===== config.mk =====
export PLATFORM = sky130hd
export DESIGN_NAME = hsec_counter
export DESIGN_NICKNAME = d
export VERILOG_FILES = /design/src/hsec_pkg.sv /design/src/hsec_sync_filt.sv /design/src/hsec_decode.sv /design/src/hsec_counter.sv
export SDC_FILE = /design/constraint.sdc
export NUM_CORES = 1
export LEC_CHECK = 0
export ABC_CLOCK_PERIOD_IN_PS = 14200
export BUFFER_PORTS_ARGS = -buffer_cell sky130_fd_sc_hd__buf_2
export CORE_ASPECT_RATIO = 1.5
export CORE_MARGIN = 4
export CORE_UTILIZATION = 45
export DETAILED_ROUTE_END_ITERATION = 8
export PLACE_DENSITY = 0.72
export REMOVE_ABC_BUFFERS = 1
export SLEW_MARGIN = 0
export SYNTH_ARGS = -nofsm -noshare
export SYNTH_HDL_FRONTEND = slang
export SYNTH_SLANG_ARGS = --single-unit

===== constraint.sdc =====
create_clock -name clk -period 14.2 [get_ports clk]
set_input_delay 2.13 -clock clk [delete_from_list [all_inputs] [get_ports clk]]
set_output_delay 2.13 -clock clk [all_outputs]
set_load 0.005 [all_outputs]

===== src/hsec_pkg.sv =====
package hsec_pkg;
	// register byte offsets on the avalon slave
	localparam logic [5:0] CTRL_OFF = 6'h00;
	localparam logic [5:0] CFG_OFF = 6'h04;
	localparam logic [5:0] PEND_DIR_OFF = 6'h08;
	localparam logic [5:0] PEND_CNT_OFF = 6'h0C;
	localparam logic [5:0] PEND_REF_OFF = 6'h10;
	localparam logic [5:0] PEND_PER_OFF = 6'h14;
	localparam logic [5:0] COUNT_OFF = 6'h18;
	localparam logic [5:0] REF_OFF = 6'h1C;
	localparam logic [5:0] FREQ_OFF = 6'h20;
	localparam logic [5:0] STAT_OFF = 6'h24;
	localparam logic [5:0] IRQ_STAT_OFF = 6'h28;
	localparam logic [5:0] IRQ_EN_OFF = 6'h2C;
	localparam logic [5:0] IRQ_CLR_OFF = 6'h30;
	localparam logic [5:0] FILT_OFF = 6'h34;
	// control register bits: request strobe plus four load flags
	localparam int CTRL_GO_BIT = 0;
	localparam int CTRL_DIR_BIT = 1;
	localparam int CTRL_CNT_BIT = 2;
	localparam int CTRL_REF_BIT = 3;
	localparam int CTRL_PER_BIT = 4;
	// interrupt status bit positions
	localparam int IRQ_EQ_BIT = 0;
	localparam int IRQ_RST_BIT = 1;
	localparam int IRQ_DIR_BIT = 2;
	// filter time: 6.4 ms default at 200 MHz
	localparam int CLK_MHZ = 200;
	localparam int FILT_DEF_US = 6400;
	localparam int FILT_DEF_CYC = FILT_DEF_US * CLK_MHZ;
	// frequency periods in microseconds (0.01, 0.1, 1.0 s)
	localparam int PER_10MS_US = 10000;
	localparam int PER_100MS_US = 100000;
	localparam int PER_1S_US = 1000000;
	localparam int US_CYC = CLK_MHZ;
	// reset values and the illegal-period status code
	localparam logic [31:0] CFG_RST = 32'h0000_0000;
	localparam logic [15:0] STATUS_OK = 16'h0000;
	localparam logic [15:0] STATUS_BAD_PER = 16'h80B1;

	typedef enum logic [1:0] {
		HSEC_SINGLE_INT = 2'h0,
		HSEC_SINGLE_EXT = 2'h1,
		HSEC_UPDOWN = 2'h3,
		HSEC_QUAD = 2'h2
	} hsec_mode_e;

	typedef enum logic [1:0] {
		HSEC_PER_10MS = 2'h0,
		HSEC_PER_100MS = 2'h1,
		HSEC_PER_1S = 2'h2
	} hsec_per_e;

	// configuration register layout
	typedef struct packed {
		logic [22:0] rsv;
		logic reset_en; // bit 8: external reset input used
		logic freq_mode; // bit 7: measure frequency instead of count
		logic [1:0] irq_route; // bits 6:5: spare interrupt assignment
		logic [1:0] in_map; // bits 4:3: input connection swap/invert
		logic init_dir; // bit 2: 1 = down
		hsec_mode_e mode; // bits 1:0
	} hsec_cfg_s;

	// pending values of one control request
	typedef struct packed {
		logic dir;
		logic [31:0] cnt;
		logic [31:0] ref_val;
		hsec_per_e per;
	} hsec_pend_s;

	// filtered input pins
	typedef struct packed {
		logic a;
		logic b;
		logic rst;
	} hsec_pins_s;
endpackage : hsec_pkg


===== src/hsec_sync_filt.sv =====
`timescale 1ns/1ps
`default_nettype none
// two-flop synchroniser followed by a stability filter
module hsec_sync_filt #(
	parameter int CW = 24
) (
	input wire logic clk, // system clock
	input wire logic rst_n, // synchronised reset
	input wire logic pin, // raw pin
	input wire logic [CW-1:0] filt_cyc, // cycles a level must be stable
	output logic q // filtered level
);
	logic s1_reg;
	logic s2_reg;
	logic [CW-1:0] cnt_reg;

	// first flop only feeds the second, to settle metastability
	always_ff @(posedge clk or negedge rst_n) begin
		if (!rst_n) begin
			s1_reg <= 1'b0;
			s2_reg <= 1'b0;
		end else begin
			s1_reg <= pin;
			s2_reg <= s1_reg;
		end
	end

	// accept a new level only once it held for filt_cyc cycles
	always_ff @(posedge clk or negedge rst_n) begin
		if (!rst_n) begin
			cnt_reg <= '0;
			q <= 1'b0;
		end else if (s2_reg == q) begin
			cnt_reg <= '0;
		end else if (cnt_reg >= filt_cyc) begin
			q <= s2_reg;
			cnt_reg <= '0;
		end else begin
			cnt_reg <= cnt_reg + 1'b1;
		end
	end
endmodule : hsec_sync_filt
`default_nettype wire


===== src/hsec_decode.sv =====
`timescale 1ns/1ps
`default_nettype none
// turns filtered pins into count-up / count-down pulses
module hsec_decode (
	input wire logic clk, // system clock
	input wire logic rst_n, // synchronised reset
	input wire hsec_pkg::hsec_mode_e mode, // input type
	input wire logic soft_dir, // internal direction, 1 = down
	input wire logic a, // clock / clock up / phase A
	input wire logic b, // direction / clock down / phase B
	output logic up, // one-cycle count up pulse
	output logic dn // one-cycle count down pulse
);
	logic a_reg;
	logic b_reg;
	logic a_rise;
	logic b_rise;
	logic a_chg;
	logic b_chg;

	always_ff @(posedge clk or negedge rst_n) begin
		if (!rst_n) begin
			a_reg <= 1'b0;
			b_reg <= 1'b0;
		end else begin
			a_reg <= a;
			b_reg <= b;
		end
	end

	assign a_rise = a & ~a_reg;
	assign b_rise = b & ~b_reg;
	assign a_chg = a ^ a_reg;
	assign b_chg = b ^ b_reg;

	// four input types; quadrature counts every edge of one phase alone, none when both change together
	always_comb begin
		up = 1'b0;
		dn = 1'b0;
		case (mode)
			hsec_pkg::HSEC_SINGLE_INT: begin
				up = a_rise & ~soft_dir;
				dn = a_rise & soft_dir;
			end
			hsec_pkg::HSEC_SINGLE_EXT: begin
				up = a_rise & ~b;
				dn = a_rise & b;
			end
			hsec_pkg::HSEC_UPDOWN: begin
				up = a_rise & ~b_rise;
				dn = b_rise & ~a_rise;
			end
			hsec_pkg::HSEC_QUAD: begin
				up = (a_chg & (a ^ b)) | (b_chg & ~(a ^ b));
				dn = (a_chg & ~(a ^ b)) | (b_chg & (a ^ b));
				if (a_chg & b_chg) begin
					up = 1'b0;
					dn = 1'b0;
				end
			end
			default: begin
				up = 1'b0;
				dn = 1'b0;
			end
		endcase
	end
endmodule : hsec_decode
`default_nettype wire


===== src/hsec_counter.sv =====
// Added by the designer: the register offsets and the Avalon-MM register port.
`timescale 1ns/1ps
`default_nettype none
// Behaviour
// - request loads each value whose flag is 1
// - all flagged values applied in one request
// - flag at 0 leaves value unchanged
// - interrupt when count equals reference
// - interrupts on external reset and direction change
// - count read at its own register
// - read returns exact count, counting continues
// - frequency measurement with loadable period
// - configuration selects mode, inputs, interrupt, function
// - digital input filter, default 6.4 ms
// - built-in channels 100/80 and 30/20 kHz
// - expansion channels 200/160 kHz
// - periods 0.01/0.1/1 s, result in hertz
// - external reset clears and holds count zero
// - four input types incl. quadrature
module hsec_counter #(
	parameter int FILT_DEF = hsec_pkg::FILT_DEF_CYC, // default filter cycles
	parameter int US_CYC = hsec_pkg::US_CYC // cycles per microsecond
) (
	input wire logic clk, // 200 MHz system clock
	input wire logic arst_n, // asynchronous reset, active low
	input wire logic [5:0] avs_address, // byte address
	input wire logic avs_read, // read strobe
	input wire logic avs_write, // write strobe
	input wire logic [31:0] avs_writedata, // write data
	input wire logic [3:0] avs_byteenable, // byte lanes
	output logic [31:0] avs_readdata, // read data
	output logic avs_waitrequest, // stall
	input wire logic pin_a, // clock / clock up / phase A
	input wire logic pin_b, // direction / clock down / phase B
	input wire logic pin_rst, // external reset / home
	output logic irq // level interrupt
);
	logic rs1_reg;
	logic rst_n;
	// reset released through two flops
	always_ff @(posedge clk or negedge arst_n) begin
		if (!arst_n) begin
			rs1_reg <= 1'b0;
			rst_n <= 1'b0;
		end else begin
			rs1_reg <= 1'b1;
			rst_n <= rs1_reg;
		end
	end

	hsec_pkg::hsec_cfg_s cfg_reg;
	hsec_pkg::hsec_pend_s pend_reg;
	logic [4:0] ctrl_reg;
	logic busy_reg;
	logic [15:0] status_reg;
	logic [23:0] filt_reg;
	logic dir_reg;
	logic [31:0] count_reg;
	logic [31:0] ref_reg;
	hsec_pkg::hsec_per_e per_reg;
	logic [31:0] freq_reg;
	logic [2:0] irq_stat_reg;
	logic [2:0] irq_en_reg;
	logic rd_done_reg;
	hsec_pkg::hsec_pins_s pins;
	logic raw_a;
	logic raw_b;
	logic up;
	logic dn;
	logic ext_rst;
	logic ext_rst_reg;
	logic wr_ok;
	logic go;
	logic [31:0] count_next;
	logic [2:0] irq_set;

	// byte-enable merge, used for the configuration, pending count/reference and filter registers
	function automatic logic [31:0] merge(input logic [31:0] old, input logic [31:0] d,
			input logic [3:0] be);
		logic [31:0] r;
		r = old;
		for (int i = 0; i < 4; i++) begin
			if (be[i]) r[i*8 +: 8] = d[i*8 +: 8];
		end
		return r;
	endfunction : merge

	// microseconds of a period code, cycles derived from the clock rate
	function automatic logic [31:0] per_cycles(input hsec_pkg::hsec_per_e p);
		case (p)
			hsec_pkg::HSEC_PER_10MS: per_cycles = 32'(hsec_pkg::PER_10MS_US * US_CYC);
			hsec_pkg::HSEC_PER_100MS: per_cycles = 32'(hsec_pkg::PER_100MS_US * US_CYC);
			default: per_cycles = 32'(hsec_pkg::PER_1S_US * US_CYC);
		endcase
	endfunction : per_cycles

	// input connection option: swap A/B on bit 0, invert reset on bit 1
	assign raw_a = cfg_reg.in_map[0] ? pin_b : pin_a;
	assign raw_b = cfg_reg.in_map[0] ? pin_a : pin_b;

	// per-pin sync and filter; filter time sets max accepted rate
	hsec_sync_filt #(.CW(24)) u_fa (
		.clk(clk),
		.rst_n(rst_n),
		.pin(raw_a),
		.filt_cyc(filt_reg),
		.q(pins.a)
	);
	hsec_sync_filt #(.CW(24)) u_fb (
		.clk(clk),
		.rst_n(rst_n),
		.pin(raw_b),
		.filt_cyc(filt_reg),
		.q(pins.b)
	);
	hsec_sync_filt #(.CW(24)) u_fr (
		.clk(clk),
		.rst_n(rst_n),
		.pin(pin_rst ^ cfg_reg.in_map[1]),
		.filt_cyc(filt_reg),
		.q(pins.rst)
	);

	hsec_decode u_dec (
		.clk(clk),
		.rst_n(rst_n),
		.mode(cfg_reg.mode),
		.soft_dir(dir_reg),
		.a(pins.a),
		.b(pins.b),
		.up(up),
		.dn(dn)
	);

	// reset input only acts in counting mode
	assign ext_rst = pins.rst & cfg_reg.reset_en & ~cfg_reg.freq_mode;
	assign wr_ok = avs_write & ~avs_waitrequest;
	assign go = ctrl_reg[hsec_pkg::CTRL_GO_BIT];

	// writes answer at once; reads take one extra cycle
	assign avs_waitrequest = avs_read & ~rd_done_reg;

	always_ff @(posedge clk or negedge rst_n) begin
		if (!rst_n) rd_done_reg <= 1'b0;
		else rd_done_reg <= avs_read & ~rd_done_reg;
	end

	// readback: count sampled at the read, unaffected afterwards
	always_ff @(posedge clk or negedge rst_n) begin
		if (!rst_n) begin
			avs_readdata <= '0;
		end else if (avs_read & ~rd_done_reg) begin
			case (avs_address)
				hsec_pkg::CTRL_OFF: avs_readdata <= {27'h0, ctrl_reg};
				hsec_pkg::CFG_OFF: avs_readdata <= cfg_reg;
				hsec_pkg::PEND_DIR_OFF: avs_readdata <= {31'h0, pend_reg.dir};
				hsec_pkg::PEND_CNT_OFF: avs_readdata <= pend_reg.cnt;
				hsec_pkg::PEND_REF_OFF: avs_readdata <= pend_reg.ref_val;
				hsec_pkg::PEND_PER_OFF: avs_readdata <= {30'h0, pend_reg.per};
				hsec_pkg::COUNT_OFF: avs_readdata <= count_reg;
				hsec_pkg::REF_OFF: avs_readdata <= ref_reg;
				hsec_pkg::FREQ_OFF: avs_readdata <= freq_reg;
				hsec_pkg::STAT_OFF: avs_readdata <= {14'h0, dir_reg, busy_reg, status_reg};
				hsec_pkg::IRQ_STAT_OFF: avs_readdata <= {29'h0, irq_stat_reg};
				hsec_pkg::IRQ_EN_OFF: avs_readdata <= {29'h0, irq_en_reg};
				hsec_pkg::FILT_OFF: avs_readdata <= {8'h0, filt_reg};
				default: avs_readdata <= 32'h0000_0000;
			endcase
		end
	end

	// configuration, pending values, filter time, interrupt enables
	always_ff @(posedge clk or negedge rst_n) begin
		if (!rst_n) begin
			cfg_reg <= hsec_pkg::CFG_RST;
			pend_reg <= '0;
			filt_reg <= 24'(FILT_DEF);
			irq_en_reg <= '0;
		end else if (wr_ok) begin
			case (avs_address)
				hsec_pkg::CFG_OFF: cfg_reg <= merge(cfg_reg, avs_writedata, avs_byteenable);
				hsec_pkg::PEND_DIR_OFF: pend_reg.dir <= avs_writedata[0];
				hsec_pkg::PEND_CNT_OFF: pend_reg.cnt <= merge(pend_reg.cnt, avs_writedata, avs_byteenable);
				hsec_pkg::PEND_REF_OFF:
					pend_reg.ref_val <= merge(pend_reg.ref_val, avs_writedata, avs_byteenable);
				hsec_pkg::PEND_PER_OFF: pend_reg.per <= hsec_pkg::hsec_per_e'(avs_writedata[1:0]);
				hsec_pkg::FILT_OFF: filt_reg <= 24'(merge({8'h0, filt_reg}, avs_writedata, avs_byteenable));
				hsec_pkg::IRQ_EN_OFF: irq_en_reg <= avs_writedata[2:0];
				default: ;
			endcase
		end
	end

	// control request: latched on write, applied next cycle while busy
	always_ff @(posedge clk or negedge rst_n) begin
		if (!rst_n) begin
			ctrl_reg <= '0;
			busy_reg <= 1'b0;
		end else begin
			busy_reg <= wr_ok & (avs_address == hsec_pkg::CTRL_OFF)
				& avs_writedata[hsec_pkg::CTRL_GO_BIT];
			if (wr_ok & (avs_address == hsec_pkg::CTRL_OFF)) ctrl_reg <= avs_writedata[4:0];
			else ctrl_reg[hsec_pkg::CTRL_GO_BIT] <= 1'b0;
		end
	end

	// status word: zero on success, error code for an illegal period
	always_ff @(posedge clk or negedge rst_n) begin
		if (!rst_n) begin
			status_reg <= hsec_pkg::STATUS_OK;
		end else if (go) begin
			if (ctrl_reg[hsec_pkg::CTRL_PER_BIT] && pend_reg.per == 2'h3)
				status_reg <= hsec_pkg::STATUS_BAD_PER;
			else status_reg <= hsec_pkg::STATUS_OK;
		end
	end

	// direction, reference, period: each loaded on a request only if its flag is set; direction also on a configuration write
	always_ff @(posedge clk or negedge rst_n) begin
		if (!rst_n) begin
			dir_reg <= 1'b0;
			ref_reg <= '0;
			per_reg <= hsec_pkg::HSEC_PER_10MS;
		end else if (go) begin
			if (ctrl_reg[hsec_pkg::CTRL_DIR_BIT]) dir_reg <= pend_reg.dir;
			if (ctrl_reg[hsec_pkg::CTRL_REF_BIT]) ref_reg <= pend_reg.ref_val;
			if (ctrl_reg[hsec_pkg::CTRL_PER_BIT] && pend_reg.per != 2'h3)
				per_reg <= pend_reg.per;
		end else if (wr_ok & (avs_address == hsec_pkg::CFG_OFF) & avs_byteenable[0]) begin
			dir_reg <= avs_writedata[2]; // initial direction follows configuration
		end
	end

	// counter: external reset wins, then load, then pulses
	always_comb begin
		count_next = count_reg;
		if (ext_rst) count_next = '0;
		else if (go & ctrl_reg[hsec_pkg::CTRL_CNT_BIT]) count_next = pend_reg.cnt;
		else if (up) count_next = count_reg + 32'h0000_0001;
		else if (dn) count_next = count_reg - 32'h0000_0001;
	end

	// only counting mode steers the count register from pulses
	always_ff @(posedge clk or negedge rst_n) begin
		if (!rst_n) count_reg <= '0;
		else if (!cfg_reg.freq_mode || ext_rst || go) count_reg <= count_next;
	end

	// frequency: pulses over one period, scaled to hertz
	logic [31:0] per_cnt_reg;
	logic [31:0] acc_reg;
	always_ff @(posedge clk or negedge rst_n) begin
		if (!rst_n) begin
			per_cnt_reg <= '0;
			acc_reg <= '0;
			freq_reg <= '0;
		end else if (!cfg_reg.freq_mode) begin
			per_cnt_reg <= '0;
			acc_reg <= '0;
		end else if (per_cnt_reg >= per_cycles(per_reg) - 32'h0000_0001) begin
			per_cnt_reg <= '0;
			acc_reg <= '0;
			case (per_reg)
				hsec_pkg::HSEC_PER_10MS: freq_reg <= 32'(acc_reg * 100);
				hsec_pkg::HSEC_PER_100MS: freq_reg <= 32'(acc_reg * 10);
				default: freq_reg <= acc_reg;
			endcase
		end else begin
			per_cnt_reg <= per_cnt_reg + 32'h0000_0001;
			if (up | dn) acc_reg <= acc_reg + 32'h0000_0001;
		end
	end

	// events: equal-to-reference, reset edge, direction change
	logic last_dn_reg;
	logic eq_reg;
	always_ff @(posedge clk or negedge rst_n) begin
		if (!rst_n) begin
			ext_rst_reg <= 1'b0;
			last_dn_reg <= 1'b0;
			eq_reg <= 1'b0;
		end else begin
			ext_rst_reg <= ext_rst;
			eq_reg <= (count_reg == ref_reg);
			if (up) last_dn_reg <= 1'b0;
			else if (dn) last_dn_reg <= 1'b1;
		end
	end

	assign irq_set[hsec_pkg::IRQ_EQ_BIT] = (count_reg == ref_reg) & ~eq_reg
		& ~cfg_reg.freq_mode;
	assign irq_set[hsec_pkg::IRQ_RST_BIT] = ext_rst & ~ext_rst_reg;
	assign irq_set[hsec_pkg::IRQ_DIR_BIT] = (up & last_dn_reg) | (dn & ~last_dn_reg)
		| (go & ctrl_reg[hsec_pkg::CTRL_DIR_BIT] & (pend_reg.dir != dir_reg));

	// sticky status; a set in the clear cycle wins, software reloads from the handler
	always_ff @(posedge clk or negedge rst_n) begin
		if (!rst_n) irq_stat_reg <= '0;
		else if (wr_ok & (avs_address == hsec_pkg::IRQ_CLR_OFF))
			irq_stat_reg <= (irq_stat_reg & ~avs_writedata[2:0]) | irq_set;
		else irq_stat_reg <= irq_stat_reg | irq_set;
	end

	// interrupt routing bit 0 of irq_route masks all when set
	always_ff @(posedge clk or negedge rst_n) begin
		if (!rst_n) irq <= 1'b0;
		else irq <= |(irq_stat_reg & irq_en_reg) & ~cfg_reg.irq_route[0];
	end
endmodule : hsec_counter
`default_nettype wire


Yosys cells after proc, flatten, opt, wreduce, memory -nomap -nowiden
Index checks and enable logic that the tools add are counted.

cells by class
  $add $sub $neg = 8
  multiply operators = 2
  magnitude comparators = 4
  equality and inequality tests = 26
  muxes and demuxes = 33
  bitwise logic cells = 62
  reduce and logical (&&, ||, !) cells = 38

operator list
  cell                     count
  $pmux W32 S13            1
  $mux W32                 10
  $mux W24                 6
  $add A32 B1 Y32 const B  3
  $add A24 B1 Y24 const B  3
  $ge A24 B24 Y1           3
  $pmux W32 S2             1
  $sub A32 B1 Y32 const B  2
  $pmux W28 S2             1
  $reduce_and A3 Y1        15
  $eq A6 B6 Y1 const B     6
  $eq A32 B32 Y1           1
  $ge A32 B32 Y1           1
  $mul A32 B3 Y31 const B  1
  $mul A32 B5 Y30 const B  1
  $and A1 B1 Y1            31
  $eq A6 B5 Y1 const B     4
  $reduce_and A2 Y1        11
  $not A1 Y1               17
  $mux W16                 1
  $eq A6 B4 Y1 const B     2
  $mux W1                  10
  $pmux W1 S4              2
  $and A3 B3 Y3            2
  21 further kinds         38

storage, ports and cells
  register bits after elaboration = 436
  input bits = 49
  output and inout bits = 34

Longest topological paths before layout
  word-level depth = 11
  mapped depth = 18
  depth with buffers taken out = 17

By module
Synthesis repeated with hierarchy kept, for this count alone.

unflattened totals
  cell total of the unflattened synthesis = 2813
  area total of the unflattened synthesis = 28023.1 um^2

by module, submodules not included
  module                     instances  cells an instance  area an instance (um^2)  sequential area each (um^2)
  hsec_counter               1          2186               21952.3                  8439.3
  hsec_sync_filt (u_fa ...)  2          206                1976.9                   675.6
  hsec_sync_filt (u_fr)      1          197                1923.1                   675.6
  hsec_decode                1          18                 193.9                    50.0

Worst setup path before layout
Ideal clock, no wire load.

  kind = flip-flop to flip-flop
  start point = reg u_fb.q
  end point = reg count_reg[29]
  data arrival time = 5.106 ns
  slack = 8.962 ns
  cell stages (with the launch flop) = 18
  buffers on the path = 1
  path through = dfrtp_1 -> ha_1 -> and2b_1 -> mux2i_1 -> o22ai_1 -> a21oi_1 -> ha_1 -> buf_6 -> a211oi_2 -> o21bai_2 -> a2111oi_4 -> o211ai_2 -> a31oi_4 -> o21bai_2 -> a31o_1 -> a21oi_2 -> nor4_1 -> or3_1

between the ends
  word-level cells in the longest chain between the ends = 9
  elaborated cells between the ends (all ways) = 26
  classes of those cells = mux (7); bitwise (17); reduce/logical (2)

RTL lines
  item                    line                                  RTL
  start, declared         hsec_sync_filt.sv:11                  output logic q
  start signal, assigned  hsec_sync_filt.sv:36                  q <= s2_reg;
  $xor A1 B1 Y1           hsec_decode.sv:54, hsec_decode.sv:55
  $not A1 Y1              hsec_decode.sv:54, hsec_decode.sv:55
  $and A1 B1 Y1           hsec_decode.sv:54                     up = (a_chg & (a ^ b)) | (b_chg & ~(a ^ b));
  $or A1 B1 Y1            hsec_decode.sv:54
  $mux W1                 hsec_decode.sv:56                     if (a_chg & b_chg) begin
  $pmux W1 S4             hsec_decode.sv:40                     case (mode)
  $mux W32                hsec_counter.sv:239                   else if (up) count_next = count_reg + 32'h0000_0001;
  $mux W32                hsec_counter.sv:238                   else if (go & ctrl_reg[hsec_pkg::CTRL_CNT_BIT]) count_next = pend_reg.cnt;
  $mux W32                hsec_counter.sv:237                   if (ext_rst) count_next = '0;
  end signal, assigned    hsec_counter.sv:246                   else if (!cfg_reg.freq_mode || ext_rst || go) count_reg <= count_next;
  end, declared           hsec_counter.sv:58                    logic [31:0] count_reg;

Parallel ways exist; a longest one is shown, timed or not.
A chain may end at the register's enable or synchronous reset.

Final worst setup path
  start point = in avs_read
  end point = out avs_waitrequest

between the ends
  word-level cells in the longest chain between the ends = 1

RTL lines
  item             line                 RTL
  start, declared  hsec_counter.sv:27   input wire logic avs_read,
  $and A1 B1 Y1    hsec_counter.sv:141  assign avs_waitrequest = avs_read & ~rd_done_reg;
  end, declared    hsec_counter.sv:32   output logic avs_waitrequest,

No other way between the ends.

==> impl_results.md <==
* Synth top area share at between 30% and 40%
* CTS tree: yes
* Status: finished, final reports clean
* Synth async-reset ratio at 100%
* Leak pwr at between 10 and 15 nW
* Sequential fraction of the synthesis area at about two fifths
* RSZ-0062 raised after global routing: no
* Commonest cells after routing, fill and taps aside: dfrtp_1 (414), nor2_1 (283), ha_1 (264), nand2_1 (203), inv_1 (157)
* Max-Cap Viols at 0
* CTS Buffer Depth at 3
* Crit path DAT at slightly below 3 ns
* Flop and latch count out of synthesis at 420
* CP Data Required Time at approximately 12 ns
* CP startpoint kind: primary input
* Max FFs per register at 67
* Core Footprint at 59,900 um^2
* Commonest non-fill, non-tap cell in the layout: dfrtp_1
* GRT overflow at 0
* Hold Path Origin: u_fa.s1_reg$_DFF_PN0_
* Die Area at between 60,000 and 70,000 um^2
* Crit path max fanout at 14
* H-tree depth at 2
* Comb power frac at around 26%
* Num CTS Buffers at 43
* Min-Delay Endpoint: u_fa.s2_reg$_DFF_PN0_
* Clk_lat worst skew at ~0.59 ns
* Starting density of the core at roughly 45%
* Total power at 3.51 mW
* Initial antenna violation count at 1
* RD Place Congestion at 0.954
* DRT Wirelength at between 70,000 and 80,000 um
* Final Critical Period at just over 5 ns
* Post-CTS setup buffers at 0
* CP peak stage delay at about 0.38 ns
* WL met1 at 28,600 um
* Wire per inst at 20.6 um
* CP max stage cell: inv_2
* Pre-antenna DRT Iters at 7
* Layout cell share with drive strength beyond 1 at between 10% and 20%
* Worst slew pin tran at 1.13 ns
* Worst R2R Path Depth at 17
* Period Utilization, post-route at between 30% and 40%
* Die H at a little over 300 um
* Setup tns final at 0 ns
* Routed vias at between 20,000 and 25,000
* Clk pin slew, worst setup/hold paths at roughly 0.06 ns
* Internal at between 2 and 2.5 mW
* Reg2reg setup slack at roughly 9.4 ns
* PwrDens at approximately 120 nW/um^2
* Area Overhead vs Synth at 10.1%
* Most used cell, CP: buf_2
* Clock power share at 33.9%
* Fill cells at 5,541
* Met3 WL at between 2000 and 3000 um
* FMAX at roughly 200 MHz
* Row count at 110
* Syn Area/Cell at roughly 9.8 um^2
* Main synth FF type: dfrtp_1
* Starting DRT DRC Count at roughly 1,700
* Drt drc at 0
* CTS resizes at 0
* Post-synth EDFFs at 0
* First-pass GRT wire length at approximately 120,000 um
* Met2 WL at 39,000 um
* Peak VDD IR at roughly 0.000096 V
* Reg-to-Reg End: count_reg[28]$_DFFE_PN0P_
* Setup violators final at 0
* Synth cell types at 90
* Post-synth top area cell: dfrtp_1
* Die Width at 209 um
* Total net switching power at between 1 and 1.5 mW
* Switch share at roughly a third
* Top cells by area, synth: dfrtp_1 (38%), ha_1 (12%), mux2_2 (6.0%)
* Final ANT Viol Nets at 0
* Root Buffer: clkbuf_16
* Tot GR Track Use at about 23%
* Final nets at about 3,200
* Largest net degree at the start of global routing at 192
* Max layer used: met4
* Sequential share of power at between 40% and 50%
* Clock skew at 0.0292 ns
* WS Path Type: primary input to output port
* Ys Warns at 0
* WHS Path Cells at 0
* Hold-fix buffers, CTS at 0
* RR Startpoint: u_fb.q$_DFFE_PN0P_
* Vias per inst at 5.87
* # clock sinks at 420
* Worst path cell trace: buf_2, nand2b_1, inv_2, buf_2
* Slew Viols, Final at 0
* Rel. slew slack at roughly a quarter
* I/O Buffers at between 80 and 90
* Hold Crit Class: flop to flop
* Mapped Area at ~27,000 um^2
* # IOs at 83
* Crit. End Element: output port
* Mapped Cells at 2,765
* Final-report hold violation count at 0
* Vias in the first global route at about 22,000
* Detailed-placement wirelength estimate at 56,100 um
==> how the worst max path moves through the flow <==
stage | start | end | slack, ns | cells after the start
after global placement | avs_read | avs_waitrequest | 9.13 | 4
after global routing | avs_read | avs_waitrequest | 9.08 | 4
final | avs_read | avs_waitrequest | 9.14 | 4
after detailed placement | avs_read | avs_waitrequest | 9.13 | 4
after CTS | avs_read | avs_waitrequest | 9.13 | 4
after floorplan | rst_n$_DFF_PN0_ | acc_reg[0]$_DFFE_PN0P_ | 1.64 | 0
==> worst max-delay path, delay by kind of cell <==
kind | cells | cell delay (ns)
AND/OR/NAND/NOR | 1 | 0.13
buffers and inverters | 3 | 0.66
==> power by group through the flow <==
stage | sequential [mW] | clock (mW) | combinational [mW]
5_1_grt | 1.43 | 1.26 | 0.997
3_3_place_gp | 1.43 | 0 | 0.878
3_5_place_dp | 1.44 | 0 | 0.890
4_1_cts | 1.41 | 1.21 | 0.897
2_1_floorplan | 1.41 | 0 | 0.662
6_report | 1.42 | 1.19 | 0.902
==> final cells by class <==
cell class	instances	area [um^2]	share of cell area, %
multi-input combinational	2099	15800	52.7
tap	784	981	3.28
sequential	420	10500	35.1
clock inverter	22	245	0.819
timing repair buffer	106	603	2.01
antenna	1	2.50	0.00836
inverter	159	597	1.99
clock buffer	55	1220	4.08
==> synthesized netlist by cell type, drive strengths merged, types with 10 or more instances <==
cell type	number
a211oi	19
a21o	70
a21oi	136
a221oi	26
a222oi	38
a22o	32
a22oi	31
a31oi	33
and3	41
and4	10
buf	16
clkbuf	75
dfrtp	415
fa	26
ha	264
inv	158
mux2	144
mux2i	20
nand2	204
nand2b	19
nand3	64
nand4	42
nor2	288
nor2b	18
nor3	19
nor4	15
o211ai	11
o21a	11
o21ai	133
o21bai	16
o31ai	14
or3	11
xnor2	104
xor2	132
==> per-stage QoR <==
| step | hold WS (ns) | setup slack (ns) | std cells | util (%) | cell area [um^2] |
|---|---|---|---|---|---|
| floorplan | 0.331 | 1.64 | 2678 | - | 26800 |
| global placement | 0.335 | 9.13 | 3568 | 47.5 | 28500 |
| detailed placement | 0.335 | 9.13 | 3568 | 47.5 | 28500 |
| CTS | 0.349 | 9.13 | 3645 | 50.0 | 29900 |
| global route | 0.359 | 9.08 | 3646 | 50.0 | 29900 |
| finish | 0.348 | 9.14 | 3646 | 50.0 | 29900 |
==> layer usage <==
| metal | track usage (%) | vias to the layer above |
|---|---|---|
| met5 | 0 | - |
| met4 | 12.8 | 0 |
| met3 | 2.83 | 183 |
| li1 | - | 10100 |
| met2 | 41.9 | 529 |
| met1 | 25.4 | 10607 |
==> cell families (layout without fill, tap and decap cells) <==
logic type               after synthesis  in the layout  synth area share [%]
adder cells (fa/ha/maj)              290            290                  14.1
AND/OR/NAND/NOR                      764            764                  13.0
flip-flops                           420            420                  38.7
other                                  2              7                0.0276
XOR/XNOR                             236            236                  7.61
multiplexers                         164            164                  6.70
buffers and inverters                250            342                  3.54
AO/OA/AOI/OAI                        639            639                  16.4
No activity file was read; power rests on OpenSTA's default activity.
